===== src/can_acceptance_filter_consts.svh =====
// Purpose: Offsets, field positions, reset values and steps of the
//          acceptance filter block.
// Assumes: Byte-wide registers on an 8-bit address port.
// Notes:   Definitions only.
`ifndef CAN_ACCEPTANCE_FILTER_CONSTS_SVH
`define CAN_ACCEPTANCE_FILTER_CONSTS_SVH

// ----------------------------------------
// Register offsets
// ----------------------------------------
`define CAF_OFS_CTRL 8'h00
`define CAF_OFS_ACK 8'h01
`define CAF_OFS_INT_STAT 8'h04
`define CAF_OFS_INT_MASK 8'h05
`define CAF_OFS_FG_ID0 8'h06
`define CAF_OFS_FG_ID1 8'h07
`define CAF_OFS_FG_ID2 8'h08
`define CAF_OFS_FG_ID3 8'h09
`define CAF_OFS_ACC_CTRL 8'h0B
`define CAF_OFS_RX_ERR 8'h0E
`define CAF_OFS_TX_ERR 8'h0F
`define CAF_FILT_PAGE 4'h1

// ----------------------------------------
// Field positions
// ----------------------------------------
`define CAF_BIT_INIT 0
`define CAF_BIT_SLEEP 1
`define CAF_BIT_RX 0
`define CAF_BIT_OVR 1
`define CAF_MODE_LSB 4
`define CAF_MODE_MSB 5
`define CAF_HIT_MSB 2
`define CAF_FILT_MASK_SEL 2
`define CAF_FILT_BANK_SEL 3

// ----------------------------------------
// Reset values
// ----------------------------------------
`define CAF_RST_BYTE 8'h00
`define CAF_RST_INIT 1'b1
`define CAF_RST_SLEEP 1'b0
`define CAF_RST_FLAGS 2'h0
`define CAF_RST_HIT 3'h0

// ----------------------------------------
// Error counter steps
// ----------------------------------------
`define CAF_ERR_ZERO 8'h00
`define CAF_ERR_STEP_SMALL 8'h01
`define CAF_ERR_STEP_LARGE 8'h08
`define CAF_ERR_PASSIVE 8'h80
`define CAF_ERR_RX_RECOVER 8'h77
`define CAF_ERR_MAX 8'hFF

`endif


===== src/caf_pkg.sv =====
// Purpose: Types of the acceptance filter block.
// Assumes: Used with can_acceptance_filter_consts.svh.
// Notes:   State of each module is one packed struct.
package caf_pkg;

  typedef enum logic [1:0] {
    CAF_MODE_32 = 2'b00,
    CAF_MODE_16 = 2'b01,
    CAF_MODE_8 = 2'b10,
    CAF_MODE_CLOSED = 2'b11
  } caf_mode_t;

  typedef enum logic [1:0] {
    CAF_RX_EMPTY = 2'b01,
    CAF_RX_PENDING = 2'b10
  } caf_rx_state_t;

  typedef struct packed {
    logic [7:0][7:0] code;
    logic [7:0][7:0] mask;
    caf_mode_t mode;
    logic init_req;
    logic init_ack;
    logic slp_req;
    logic slp_ack;
    caf_rx_state_t rx_st;
    logic [3:0][7:0] bg_id;
    logic bg_ext;
    logic [3:0][7:0] fg_id;
    logic [2:0] hit;
    logic [1:0] int_stat;
    logic [1:0] int_mask;
    logic [7:0] rdata;
  } caf_regs_t;

  typedef struct packed {
    logic [7:0] rec;
    logic [7:0] tec;
  } caf_cnt_t;

endpackage


===== src/caf_error_counters.sv =====
// Purpose: Receive and transmit error counters.
// Assumes: Event inputs are one-cycle pulses from the bit engine.
// Notes:   Counters saturate at full scale; bus-off handling is outside.
`timescale 1ns/1ps
`default_nettype none
`include "can_acceptance_filter_consts.svh"

module caf_error_counters
  import caf_pkg::*;
(
  input wire logic sys_clk,
  input wire logic srst,
  input wire logic cnt_clear,
  input wire logic rx_error,
  input wire logic rx_error_severe,
  input wire logic rx_ok,
  input wire logic tx_error,
  input wire logic tx_ok,
  output logic [7:0] receive_error_count,
  output logic [7:0] transmit_error_count
);

  caf_cnt_t q;
  caf_cnt_t next_q;

  function automatic logic [7:0] sat_add(input logic [7:0] a, input logic [7:0] b);
    logic [8:0] s;
    s = {1'b0, a} + {1'b0, b};
    sat_add = s[8] ? `CAF_ERR_MAX : s[7:0];
  endfunction

  // ----------------------------------------
  // Fault confinement counting
  // ----------------------------------------
  always_comb begin
    next_q = q;
    if (cnt_clear) begin
      next_q.rec = `CAF_ERR_ZERO;
      next_q.tec = `CAF_ERR_ZERO;
    end else begin
      if (rx_error_severe) begin
        next_q.rec = sat_add(q.rec, `CAF_ERR_STEP_LARGE);
      end else if (rx_error) begin
        next_q.rec = sat_add(q.rec, `CAF_ERR_STEP_SMALL);
      end else if (rx_ok) begin
        // Leaving error passive drops straight back into the active range
        if (q.rec >= `CAF_ERR_PASSIVE) begin
          next_q.rec = `CAF_ERR_RX_RECOVER;
        end else if (q.rec != `CAF_ERR_ZERO) begin
          next_q.rec = q.rec - `CAF_ERR_STEP_SMALL;
        end
      end
      if (tx_error) begin
        next_q.tec = sat_add(q.tec, `CAF_ERR_STEP_LARGE);
      end else if (tx_ok && q.tec != `CAF_ERR_ZERO) begin
        next_q.tec = q.tec - `CAF_ERR_STEP_SMALL;
      end
    end
  end

  always_ff @(posedge sys_clk) begin
    if (srst) begin
      q.rec <= `CAF_ERR_ZERO;
      q.tec <= `CAF_ERR_ZERO;
    end else begin
      q <= next_q;
    end
  end

  assign receive_error_count = q.rec;
  assign transmit_error_count = q.tec;

endmodule
`default_nettype wire


===== src/can_acceptance_filter.sv =====
// Purpose: Receive identifier acceptance filter with its code, mask and
//          control registers, foreground buffer and error counter view.
// Assumes: sys_clk at 200 MHz; srst synchronous, active high; message
//          and error inputs synchronous one-cycle pulses.
// Notes:   Read data appear the cycle after the read strobe only.
`timescale 1ns/1ps
`default_nettype none
`include "can_acceptance_filter_consts.svh"

// How it works
// - Receive error count readable at 0x0E, read-only
// - Transmit error count readable at 0x0F, read-only
// - Every message outside init buffered; only accepted ones signalled
// - Compare each identifier byte bit by bit
// - In 32-bit mode extended uses four pairs, standard two
// - Code compared, then qualified by mask
// - Mask zero must match, one ignores
// - Code/mask writable only in acknowledged init
// - Mode field picks 32/16/8-bit or closed
// - Hit number updated on foreground load
module can_acceptance_filter
  import caf_pkg::*;
(
  input wire logic sys_clk,
  input wire logic srst,
  input wire logic [7:0] reg_addr,
  input wire logic [7:0] reg_wdata,
  input wire logic reg_write,
  input wire logic reg_read,
  output logic [7:0] reg_rdata,
  input wire logic rx_msg_valid,
  input wire logic [3:0][7:0] received_identifier_bytes,
  input wire logic rx_extended,
  input wire logic rx_bit_error,
  input wire logic rx_error_severe,
  input wire logic rx_ok,
  input wire logic tx_error,
  input wire logic tx_ok,
  output logic irq,
  output logic init_acknowledge,
  output logic sleep_acknowledge,
  output logic [3:0][7:0] foreground_receive_buffer,
  output logic foreground_valid,
  output logic [2:0] filter_hit_number,
  output logic [7:0] receive_error_count,
  output logic [7:0] transmit_error_count
);

  caf_regs_t q;
  caf_regs_t next_q;

  logic in_init;
  logic filt_page;
  logic filt_wr;
  logic [2:0] filt_idx;
  logic [7:0] byte_ok;
  logic [7:0] filt_hit;
  logic filt_any;
  logic [2:0] hit_num;
  logic [7:0] acc_ctrl;

  // Writes to protected registers need both halves of the handshake
  assign in_init = q.init_req & q.init_ack;
  assign filt_page = (reg_addr[7:4] == `CAF_FILT_PAGE);
  assign filt_wr = reg_write & filt_page & in_init;
  assign filt_idx = {reg_addr[`CAF_FILT_BANK_SEL], reg_addr[1:0]};

  // ----------------------------------------
  // Per-register byte compare
  // ----------------------------------------
  // Each code/mask pair is held against one received byte; which byte
  // depends on the filter organisation.
  for (genvar k = 0; k < 8; k++) begin : g_cmp
    localparam logic [1:0] IDX32 = 2'(k % 4);
    localparam logic [1:0] IDX16 = 2'(k % 2);
    logic [1:0] id_sel;
    logic [7:0] bit_ok;
    always_comb begin
      case (q.mode)
        CAF_MODE_32: id_sel = IDX32;
        CAF_MODE_16: id_sel = IDX16;
        default: id_sel = 2'h0;
      endcase
    end
    // Equal bits, or bits the mask ignores, pass
    assign bit_ok = q.mask[k] | ~(q.code[k] ^ q.bg_id[id_sel]);
    assign byte_ok[k] = &bit_ok;
  end

  // ----------------------------------------
  // Filter organisation and hit priority
  // ----------------------------------------
  always_comb begin
    filt_hit = 8'h00;
    case (q.mode)
      CAF_MODE_32: begin
        for (int f = 0; f < 2; f++) begin
          // Standard frames stop after the first two pairs
          filt_hit[f] = byte_ok[4 * f] & byte_ok[4 * f + 1]
                        & (~q.bg_ext | (byte_ok[4 * f + 2]
                        & byte_ok[4 * f + 3]));
        end
      end
      CAF_MODE_16: begin
        for (int f = 0; f < 4; f++) begin
          filt_hit[f] = byte_ok[2 * f] & byte_ok[2 * f + 1];
        end
      end
      CAF_MODE_8: begin
        filt_hit = byte_ok;
      end
      default: begin
        filt_hit = 8'h00;
      end
    endcase
  end

  always_comb begin
    hit_num = `CAF_RST_HIT;
    // Scan downward so the lowest set filter is the last one kept
    for (int f = 7; f >= 0; f--) begin
      if (filt_hit[f]) begin
        hit_num = 3'(f);
      end
    end
  end

  assign filt_any = |filt_hit;

  // ----------------------------------------
  // Acceptance control read view
  // ----------------------------------------
  always_comb begin
    acc_ctrl = `CAF_RST_BYTE;
    acc_ctrl[`CAF_MODE_MSB:`CAF_MODE_LSB] = q.mode;
    acc_ctrl[`CAF_HIT_MSB:0] = q.hit;
  end

  // ----------------------------------------
  // Next state
  // ----------------------------------------
  always_comb begin
    logic [1:0] set_flags;
    logic [1:0] clr_flags;
    set_flags = `CAF_RST_FLAGS;
    clr_flags = `CAF_RST_FLAGS;
    next_q = q;
    next_q.rdata = `CAF_RST_BYTE;

    // Mode changes are acknowledged one cycle after the request
    next_q.init_ack = q.init_req;
    next_q.slp_ack = q.slp_req;

    // Receive path: judge the buffered message one cycle after arrival
    case (q.rx_st)
      CAF_RX_EMPTY: begin
        next_q.rx_st = CAF_RX_EMPTY;
      end
      CAF_RX_PENDING: begin
        next_q.rx_st = CAF_RX_EMPTY;
        if (filt_any) begin
          if (!q.int_stat[`CAF_BIT_RX]) begin
            next_q.fg_id = q.bg_id;
            next_q.hit = hit_num;
            set_flags[`CAF_BIT_RX] = 1'b1;
          end else begin
            // Foreground still owned by software: message is lost
            set_flags[`CAF_BIT_OVR] = 1'b1;
          end
        end
      end
      default: begin
        next_q.rx_st = CAF_RX_EMPTY;
      end
    endcase

    // A new arrival outside init always overwrites the background copy
    if (rx_msg_valid && !in_init) begin
      next_q.bg_id = received_identifier_bytes;
      next_q.bg_ext = rx_extended;
      next_q.rx_st = CAF_RX_PENDING;
    end

    // Register writes
    if (reg_write) begin
      case (reg_addr)
        `CAF_OFS_CTRL: begin
          next_q.init_req = reg_wdata[`CAF_BIT_INIT];
          next_q.slp_req = reg_wdata[`CAF_BIT_SLEEP];
        end
        `CAF_OFS_INT_STAT: begin
          clr_flags = reg_wdata[1:0];
        end
        `CAF_OFS_INT_MASK: begin
          next_q.int_mask = reg_wdata[1:0];
        end
        `CAF_OFS_ACC_CTRL: begin
          if (in_init) begin
            next_q.mode = caf_mode_t'(reg_wdata[`CAF_MODE_MSB:`CAF_MODE_LSB]);
          end
        end
        default: begin
          // Error counts and foreground bytes ignore writes
          next_q.mode = next_q.mode;
        end
      endcase
    end

    if (filt_wr) begin
      if (reg_addr[`CAF_FILT_MASK_SEL]) begin
        next_q.mask[filt_idx] = reg_wdata;
      end else begin
        next_q.code[filt_idx] = reg_wdata;
      end
    end

    // A flag raised in the clearing cycle survives the clear
    next_q.int_stat = (q.int_stat & ~clr_flags) | set_flags;

    // Register reads, answered on the next edge
    if (reg_read) begin
      case (reg_addr)
        `CAF_OFS_CTRL: begin
          next_q.rdata[`CAF_BIT_INIT] = q.init_req;
          next_q.rdata[`CAF_BIT_SLEEP] = q.slp_req;
        end
        `CAF_OFS_ACK: begin
          next_q.rdata[`CAF_BIT_INIT] = q.init_ack;
          next_q.rdata[`CAF_BIT_SLEEP] = q.slp_ack;
        end
        `CAF_OFS_INT_STAT: begin
          next_q.rdata[1:0] = q.int_stat;
        end
        `CAF_OFS_INT_MASK: begin
          next_q.rdata[1:0] = q.int_mask;
        end
        `CAF_OFS_FG_ID0: begin
          next_q.rdata = q.fg_id[0];
        end
        `CAF_OFS_FG_ID1: begin
          next_q.rdata = q.fg_id[1];
        end
        `CAF_OFS_FG_ID2: begin
          next_q.rdata = q.fg_id[2];
        end
        `CAF_OFS_FG_ID3: begin
          next_q.rdata = q.fg_id[3];
        end
        `CAF_OFS_ACC_CTRL: begin
          next_q.rdata = acc_ctrl;
        end
        `CAF_OFS_RX_ERR: begin
          // Only trustworthy while sleeping or initialising
          next_q.rdata = receive_error_count;
        end
        `CAF_OFS_TX_ERR: begin
          next_q.rdata = transmit_error_count;
        end
        default: begin
          if (filt_page) begin
            // Code and mask stay readable in every mode
            if (reg_addr[`CAF_FILT_MASK_SEL]) begin
              next_q.rdata = q.mask[filt_idx];
            end else begin
              next_q.rdata = q.code[filt_idx];
            end
          end
        end
      endcase
    end
  end

  // ----------------------------------------
  // State register
  // ----------------------------------------
  always_ff @(posedge sys_clk) begin
    if (srst) begin
      q.code <= {8{`CAF_RST_BYTE}};
      q.mask <= {8{`CAF_RST_BYTE}};
      q.mode <= CAF_MODE_32;
      q.init_req <= `CAF_RST_INIT;
      q.init_ack <= `CAF_RST_INIT;
      q.slp_req <= `CAF_RST_SLEEP;
      q.slp_ack <= `CAF_RST_SLEEP;
      q.rx_st <= CAF_RX_EMPTY;
      q.bg_id <= {4{`CAF_RST_BYTE}};
      q.bg_ext <= 1'b0;
      q.fg_id <= {4{`CAF_RST_BYTE}};
      q.hit <= `CAF_RST_HIT;
      q.int_stat <= `CAF_RST_FLAGS;
      q.int_mask <= `CAF_RST_FLAGS;
      q.rdata <= `CAF_RST_BYTE;
    end else begin
      q <= next_q;
    end
  end

  // ----------------------------------------
  // Error counters
  // ----------------------------------------
  // Counters are cleared while initialising, as after a controller restart
  caf_error_counters u_err (
    .sys_clk(sys_clk),
    .srst(srst),
    .cnt_clear(in_init),
    .rx_error(rx_bit_error),
    .rx_error_severe(rx_error_severe),
    .rx_ok(rx_ok),
    .tx_error(tx_error),
    .tx_ok(tx_ok),
    .receive_error_count(receive_error_count),
    .transmit_error_count(transmit_error_count)
  );

  // ----------------------------------------
  // Outputs
  // ----------------------------------------
  assign reg_rdata = q.rdata;
  assign irq = |(q.int_stat & q.int_mask);
  assign init_acknowledge = q.init_ack;
  assign sleep_acknowledge = q.slp_ack;
  assign foreground_receive_buffer = q.fg_id;
  assign foreground_valid = q.int_stat[`CAF_BIT_RX];
  assign filter_hit_number = q.hit;

endmodule
`default_nettype wire


===== config.mk =====
export PLATFORM = sky130hd
export DESIGN_NAME = can_acceptance_filter
export DESIGN_NICKNAME = d
export VERILOG_FILES = /design/src/caf_pkg.sv /design/src/caf_error_counters.sv /design/src/can_acceptance_filter.sv
export VERILOG_INCLUDE_DIRS = /design/src
export SDC_FILE = /design/constraint.sdc
export NUM_CORES = 1
export LEC_CHECK = 0
export CAP_MARGIN = 20
export CORE_MARGIN = 3
export CORE_UTILIZATION = 55
export DETAILED_ROUTE_END_ITERATION = 6
export DONT_BUFFER_PORTS = 1
export PLACE_DENSITY = 0.7
export SYNTH_ARGS = -nofsm -noshare
export SYNTH_HDL_FRONTEND = slang
export SYNTH_SLANG_ARGS = --single-unit

===== constraint.sdc =====
create_clock -name sys_clk -period 7.4 [get_ports sys_clk]
set_input_delay 1.48 -clock sys_clk [delete_from_list [all_inputs] [get_ports sys_clk]]
set_output_delay 1.48 -clock sys_clk [all_outputs]
set_load 0.01 [all_outputs]

-- Word-level counts from Yosys, hierarchy flattened
Cells that the tools add are included.
- multipliers: 0
- shifts and indexed selects: 0
- mux-type cells: 49
- add/subtract/negate cells: 5
- divide/modulo/power cells: 0
- bitwise logic cells: 43
- reduce and logical (&&, ||, !) cells: 32
- equality and inequality tests: 14
- $lt $le $gt $ge: 6
- operators by type and width (operator ; number):
    2-to-1 mux 8 bit ; 18
    bitwise mux 64 bit ; 2
    inverter 8 bit ; 8
    bitwise OR 8 bit ; 8
    AND reduction 8 bit ; 8
    bitwise XOR 8 bit ; 8
    binary-select mux 8 bit (select 2 bit) ; 3
    binary-select mux 8 bit (select 3 bit) ; 2
    one-hot mux 6 bit (8 select lines) ; 1
    == test 8 x 4 -> 1 bit, second input constant ; 5
    2-to-1 mux 35 bit ; 1
    == test 8 x 3 -> 1 bit, second input constant ; 4
    demux 8 bit (select 3 bit) ; 1
    2-to-1 mux 3 bit ; 8
    one-hot mux 2 bit (11 select lines) ; 1
    adder 8 x 4 -> 9 bit, second input constant ; 2
    nonzero test 8 bit ; 2
    subtractor 8 x 1 -> 8 bit, second input constant ; 2
    2-to-1 mux 2 bit ; 5
    AND reduction 2 bit ; 5
    adder 8 x 1 -> 9 bit, second input constant ; 1
    AND 1 bit ; 9
    < comparator 2 x 3 -> 1 bit, second input constant ; 3
    == test 8 x 1 -> 1 bit, second input constant ; 1
    26 further kinds ; 41
- input port bits: 59
- ROM bits: 0
- memory bits (writable): 0
- output and inout bits: 63
- memories kept: 0
- flip-flop bits (word level): 232
- latch bits: 0
- word-level logic and storage cells: 186

-- Longest topological paths before layout
- depth in word-level cells: 18
- gate-level depth with buffers: 16

-- Cells and area by module
From an unflattened synthesis, not the netlist that was laid out.
- cell total of the unflattened synthesis: 1293
- area, all modules: 12600.8 um^2
- by module, submodules not included (module ; area an instance (um^2) ; cells each ; times used):
    can_acceptance_filter ; 11232.0 ; 1126 ; 1
    caf_error_counters ; 1368.8 ; 167 ; 1

-- Least setup slack after synthesis
OpenSTA, ideal clock, no wires.
- path type: input -> register
- start: input reg_addr[0]
- end: register q (netlist bit reg_rdata[2])
- required time: 7261 ps
- setup time: 139 ps
- slack: 3582 ps
- stages: 6
- arrival: 3679 ps
- path buffers: 2
- cell sequence: buf_1 clkbuf_1 mux4_2 mux4_2 nand2_1 a41oi_1
- longest elaborated chain between the ends: 5
- elaborated cells on any way between the ends: 19
- those cells by class: eq/ne: 10; mux: 7; reduce/logical: 2
- ends and longest elaborated chain (item ; RTL line ; text):
    start, declared ; can_acceptance_filter.sv:26 ; input wire logic [7:0] reg_addr,
    binary-select mux 8 bit (select 3 bit), on equally long branches ; can_acceptance_filter.sv:265, can_acceptance_filter.sv:263 ;
    2-to-1 mux 8 bit, on equally long branches ; can_acceptance_filter.sv:265, can_acceptance_filter.sv:263 ;
    2-to-1 mux 8 bit ; can_acceptance_filter.sv:262 ; if (reg_addr[`CAF_FILT_MASK_SEL]) begin
    2-to-1 mux 8 bit ; can_acceptance_filter.sv:260 ; if (filt_page) begin
    one-hot mux 6 bit (8 select lines) (*) ; can_acceptance_filter.sv:222 ; case (reg_addr)
    end signal, assigned ; can_acceptance_filter.sv:294 ; q <= next_q;
    end, declared ; can_acceptance_filter.sv:49 ; caf_regs_t q;
Every way passes the cells marked *; elsewhere a longest branch is shown, timed or not. The select of a mux whose other input is x is not followed.
A chain may end at the register's enable or synchronous reset.

-- Final worst setup path
- start: register q (netlist bit acc_ctrl[4])
- end: register q (netlist bit foreground_receive_buffer[22])
- longest elaborated chain between the ends: 14
- elaborated cells on any way between the ends: 50
- those cells by class: eq/ne: 2; mux: 12; bitwise: 26; reduce/logical: 10
- ends and longest elaborated chain (item ; RTL line ; text):
    == test 2 x 1 -> 1 bit / logical NOT 2 bit (equally long branches) ; can_acceptance_filter.sv:79, can_acceptance_filter.sv:95 ;
    one-hot mux 2 bit (2 select lines), or another cell as far along ; can_acceptance_filter.sv:79 ; case (q.mode)
    binary-select mux 8 bit (select 2 bit) / 2-to-1 mux 1 bit (equally long branches) ; can_acceptance_filter.sv:86, can_acceptance_filter.sv:79 ;
    2-to-1 mux 8 bit (implied by the code) / binary-select mux 8 bit (select 2 bit) (equally long branches) ; can_acceptance_filter.sv:86 ; assign bit_ok = q.mask[k] | ~(q.code[k] ^ q.bg_id[id_sel]);
    bitwise XOR 8 bit / 2-to-1 mux 8 bit (equally long branches) ; can_acceptance_filter.sv:86 ;
    inverter 8 bit / bitwise XOR 8 bit (equally long branches) ; can_acceptance_filter.sv:86 ;
    bitwise OR 8 bit / inverter 8 bit (equally long branches) ; can_acceptance_filter.sv:86 ;
    AND reduction 8 bit / bitwise OR 8 bit (equally long branches) ; can_acceptance_filter.sv:87, can_acceptance_filter.sv:86 ;
    AND 1 bit / AND reduction 8 bit (equally long branches) ; can_acceptance_filter.sv:101, can_acceptance_filter.sv:106, can_acceptance_filter.sv:87 ;
    bitwise OR 1 bit / AND 1 bit (equally long branches) ; can_acceptance_filter.sv:100, can_acceptance_filter.sv:99, can_acceptance_filter.sv:106 ;
    AND 1 bit ; can_acceptance_filter.sv:100 ; & (~q.bg_ext | (byte_ok[4 * f + 2]
    one-hot mux 2 bit (3 select lines) ; can_acceptance_filter.sv:95 ; case (q.mode)
    OR reduction 8 bit (*) ; can_acceptance_filter.sv:128 ; assign filt_any = |filt_hit;
    AND reduction 3 bit (no line) (*) ; - ;
Marked as above.

==> results_dict.tcl <==
set metrics [dict create \
    netlist.area_leader.share_pct 36.9 \
    dp.final_hpwl_mm 29.7 \
    detail_route.wl_per_cell_um 26.1 \
    hold_viol_final 0 \
    postSynthNetCount 1440 \
    detail_route.first_pass.iterations 6 \
    sequential_cell_area_sq_um 4640 \
    synthAdderAreaFrac_pct 1.39 \
    max-clock-path-buffers 3 \
    min-delay-path-class "register to register" \
    ir_drop_uv 296 \
    synthDominantAreaCellType "sky130_fd_sc_hd__dfxtp_1" \
    cts-htree-levels 1 \
    mappedNetlistArea_sq_um 12600 \
    ant_nets 0 \
    rsz0062_at_grt "no" \
    timing.hold.ws_ns 0.488 \
    period_minus_slack_ns 5.00 \
    ys_async_sr_fraction_pct 0 \
    numCtsBuffers 25 \
    cts_hold_buffers 0 \
    status "complete, no violations" \
    setup_viol_count_final 0 \
    globalRouteTotalUtil_pct 32.3 \
    number_of_cells_produced_by_synthesis 1367 \
    maxCapViolCount 0 \
    final_design_area_no_fill_sq_um 13200 \
    critPathArrivalTime_ns 5.44 \
    layout.nets 1342 \
    floorplan.initialDensity_pct 56.8 \
    cellLeakagePower_nw 4.72 \
    final.setup.tns_ns 0 \
    dieHeight_um 157 \
    post_synth_and_or_nand_nor_area_fraction_pct 16.9 \
    synthFlopType "sky130_fd_sc_hd__dfxtp_1" \
    skew_ns 0.0114 \
    row_count 54 \
    synth_xor_xnor_area_share_pct 5.63 \
    synth.yosys.warnings 0 \
    drt_first_iter_violations 1454 \
    report.final.slew_viol_count 0 \
    combinational_family_with_the_most_area_after_synthesis "multiplexers" \
    cts_tree "built" \
    postPlaceCellArea_sq_um 12300 \
    worst_slew_margin_rel_pct 22.5 \
    areaGrowthSynthToFinish_pct 4.46 \
    cp-end-kind "register" \
    remaining_drc_errors 0 \
    number_of_setup_buffers_added_after_cts 0 \
    antenna-diode-count 0 \
    viasPerCell 6.45 \
    multi_input_combinational_cell_area_sq_um 7150 \
    clock_latency_ns 0.52 \
    p_per_area_nw_per_um2 197 \
    worst_pin_slew_ns 1.16 \
    fmaxAchievable_ghz 0.200 \
    complex_gate_fraction_of_the_synthesized_area_pct 10.3 \
    grt_start_max_net_pins 244 \
    placer_congestion_estimate 1.01 \
    route.vias.total 10100 \
    ctsRootBufferMaster "sky130_fd_sc_hd__clkbuf_16" \
    grt_pass1_wl_mm 59.6 \
    drt-total-wl_mm 40.8 \
    worstSetupStartpointType "register" \
    grt_pass1_vias 9338 \
    cts_resized 0 \
    yosys.cell_types.count 67 \
    die_outline_width_um 157 \
    ys_top_cells_by_area "sky130_fd_sc_hd__dfxtp_1 37%, sky130_fd_sc_hd__mux2i_1 15%, sky130_fd_sc_hd__mux4_2 7.2%" \
    criticalPathCategory "register to register" \
    placeableCoreArea_sq_um 22200 \
    pin_count 122 \
    synth-edff-count 0 \
    muxShareOfSynthArea_pct 22.5 \
    globalRouteOverflowTotal 0 \
    finalCritPeriodShare_pct 67.6 \
    yosysSeqAreaShare_pct 36.9 \
    timing.critical_path.required_ns 7.83 \
    cts.sink_count 232 \
    design.die.area_sq_um 24700 \
    cts.reportedPaths.clkPinSlew_ns 0.06 \
    critical_path_peak_fanout 19 \
    post_route_cells_drive_above_1_share_pct 8.24 \
    initial_antenna_violation_count 2 \
    avgSynthCellArea_sq_um 9.21 \
    io_buffer_count 0 \
    register_bit_total_from_synthesis 232 \
    num-fill-cells 1930 \
]
-- layout make-up --
class | instances | share of cell area [%]
multi-input cells | 981 | 54.4
flip-flops and latches | 232 | 35.3
clock buffers | 34 | 5.24
well taps | 280 | 2.66
clock inverters | 10 | 1.20
inverters | 22 | 0.628
repair buffers | 7 | 0.580
-- worst max-delay path, cell delays in order, from the launching register on --
cell,delay [ns]
sky130_fd_sc_hd__dfxtp_1,0.40
sky130_fd_sc_hd__inv_1,0.10
sky130_fd_sc_hd__ha_1,0.42
sky130_fd_sc_hd__nor2_2,0.78
sky130_fd_sc_hd__mux2i_1,0.45
sky130_fd_sc_hd__xor2_1,0.18
sky130_fd_sc_hd__o22ai_1,0.11
sky130_fd_sc_hd__nor4_1,0.50
sky130_fd_sc_hd__o21ai_0,0.17
sky130_fd_sc_hd__a221oi_2,0.30
sky130_fd_sc_hd__o21ai_2,0.14
sky130_fd_sc_hd__a31oi_4,0.67
sky130_fd_sc_hd__buf_4,0.45
sky130_fd_sc_hd__mux2i_1,0.26
-- through the flow --
step	setup WS (ns)	util, %	cells	power (W)
2_1_floorplan	3.58	-	1367	0.00135
3_3_place_gp	2.60	55.4	1520	0.00132
3_5_place_dp	2.48	55.4	1521	0.00132
4_1_cts	2.48	59.2	1565	0.00261
5_1_grt	2.08	59.3	1566	0.00267
6_report	2.40	59.3	1566	0.00260
-- metal layers --
layer | vias to the layer above | part of all wire (%) | GRT usage [%] | routed length, um
li1 | 4566 | - | - | -
met1 | 4866 | 40 | 44.4 | 16500
met2 | 558 | 45 | 50.2 | 18300
met3 | 113 | 10 | 6.90 | 4180
met4 | 4 | 4.4 | 12.1 | 1790
met5 | - | 0.059 | 0 | 24
-- logic make-up after synthesis --
| family | after synthesis |
|---|---|
| AND/OR/NAND/NOR | 454 |
| flip-flops | 232 |
| multiplexers | 231 |
| AO/OA/AOI/OAI | 201 |
| buffers and inverters | 154 |
| XOR/XNOR | 81 |
| adder cells (fa/ha/maj) | 14 |
-- report_power, final --
part	leakage [nW]	internal (W)	total, W	switching (W)
Combinational	2.43	0.0000272	0.0000456	0.0000183
Clock	0.418	0.000792	0.00130	0.000509
Sequential	1.87	0.00125	0.00125	0.00000172
-- final timing paths --
path	startpoint	to	cells past startpoint	slack, ns
max	acc_ctrl[4]$_SDFFE_PP0P_	foreground_receive_buffer[22]$_SDFFE_PP0P_	13	2.40
min	next_q[82]$_SDFFE_PP0P_	sleep_acknowledge$_SDFF_PP0_	1	0.49
max reg2reg	acc_ctrl[4]$_SDFFE_PP0P_	foreground_receive_buffer[22]$_SDFFE_PP0P_	13	2.40
min reg2reg	next_q[82]$_SDFFE_PP0P_	sleep_acknowledge$_SDFF_PP0_	1	0.49
-- synthesized netlist by cell type (14+ instances only) --
master,count
sky130_fd_sc_hd__dfxtp_1,232
sky130_fd_sc_hd__mux2i_1,185
sky130_fd_sc_hd__nor2_1,162
sky130_fd_sc_hd__nand2_1,124
sky130_fd_sc_hd__a21oi_1,78
sky130_fd_sc_hd__clkbuf_1,74
sky130_fd_sc_hd__nand2b_1,72
sky130_fd_sc_hd__xor2_1,59
sky130_fd_sc_hd__buf_4,44
sky130_fd_sc_hd__mux4_2,40
sky130_fd_sc_hd__o22ai_1,34
sky130_fd_sc_hd__nand3_1,33
sky130_fd_sc_hd__inv_1,22
sky130_fd_sc_hd__xnor2_1,22
sky130_fd_sc_hd__o21ai_0,17
sky130_fd_sc_hd__ha_1,14
-- flip-flops by register name (all words and copies together), names as in the netlist --
| signal | count |
|---|---|
| next_q | 2 |
| u_err.receive_error_count | 8 |
| u_err.transmit_error_count | 8 |
| foreground_valid | 1 |
| foreground_receive_buffer | 32 |
| acc_ctrl | 2 |
| init_acknowledge | 1 |
| filter_hit_number | 3 |
| reg_rdata | 8 |
| sleep_acknowledge | 1 |
| q | 166 |
-- cells in the final DEF, fill, tap and decap left out, drive strengths merged, types with 24 or more instances in the layout --
cell      n
nand2b   72
dfxtp   232
mux2i   189
nand2   124
xor2     59
o22ai    34
a21oi    78
clkbuf   34
nand3    33
mux4     40
inv      24
nor2    163
(Power assumes the default switching activity.)
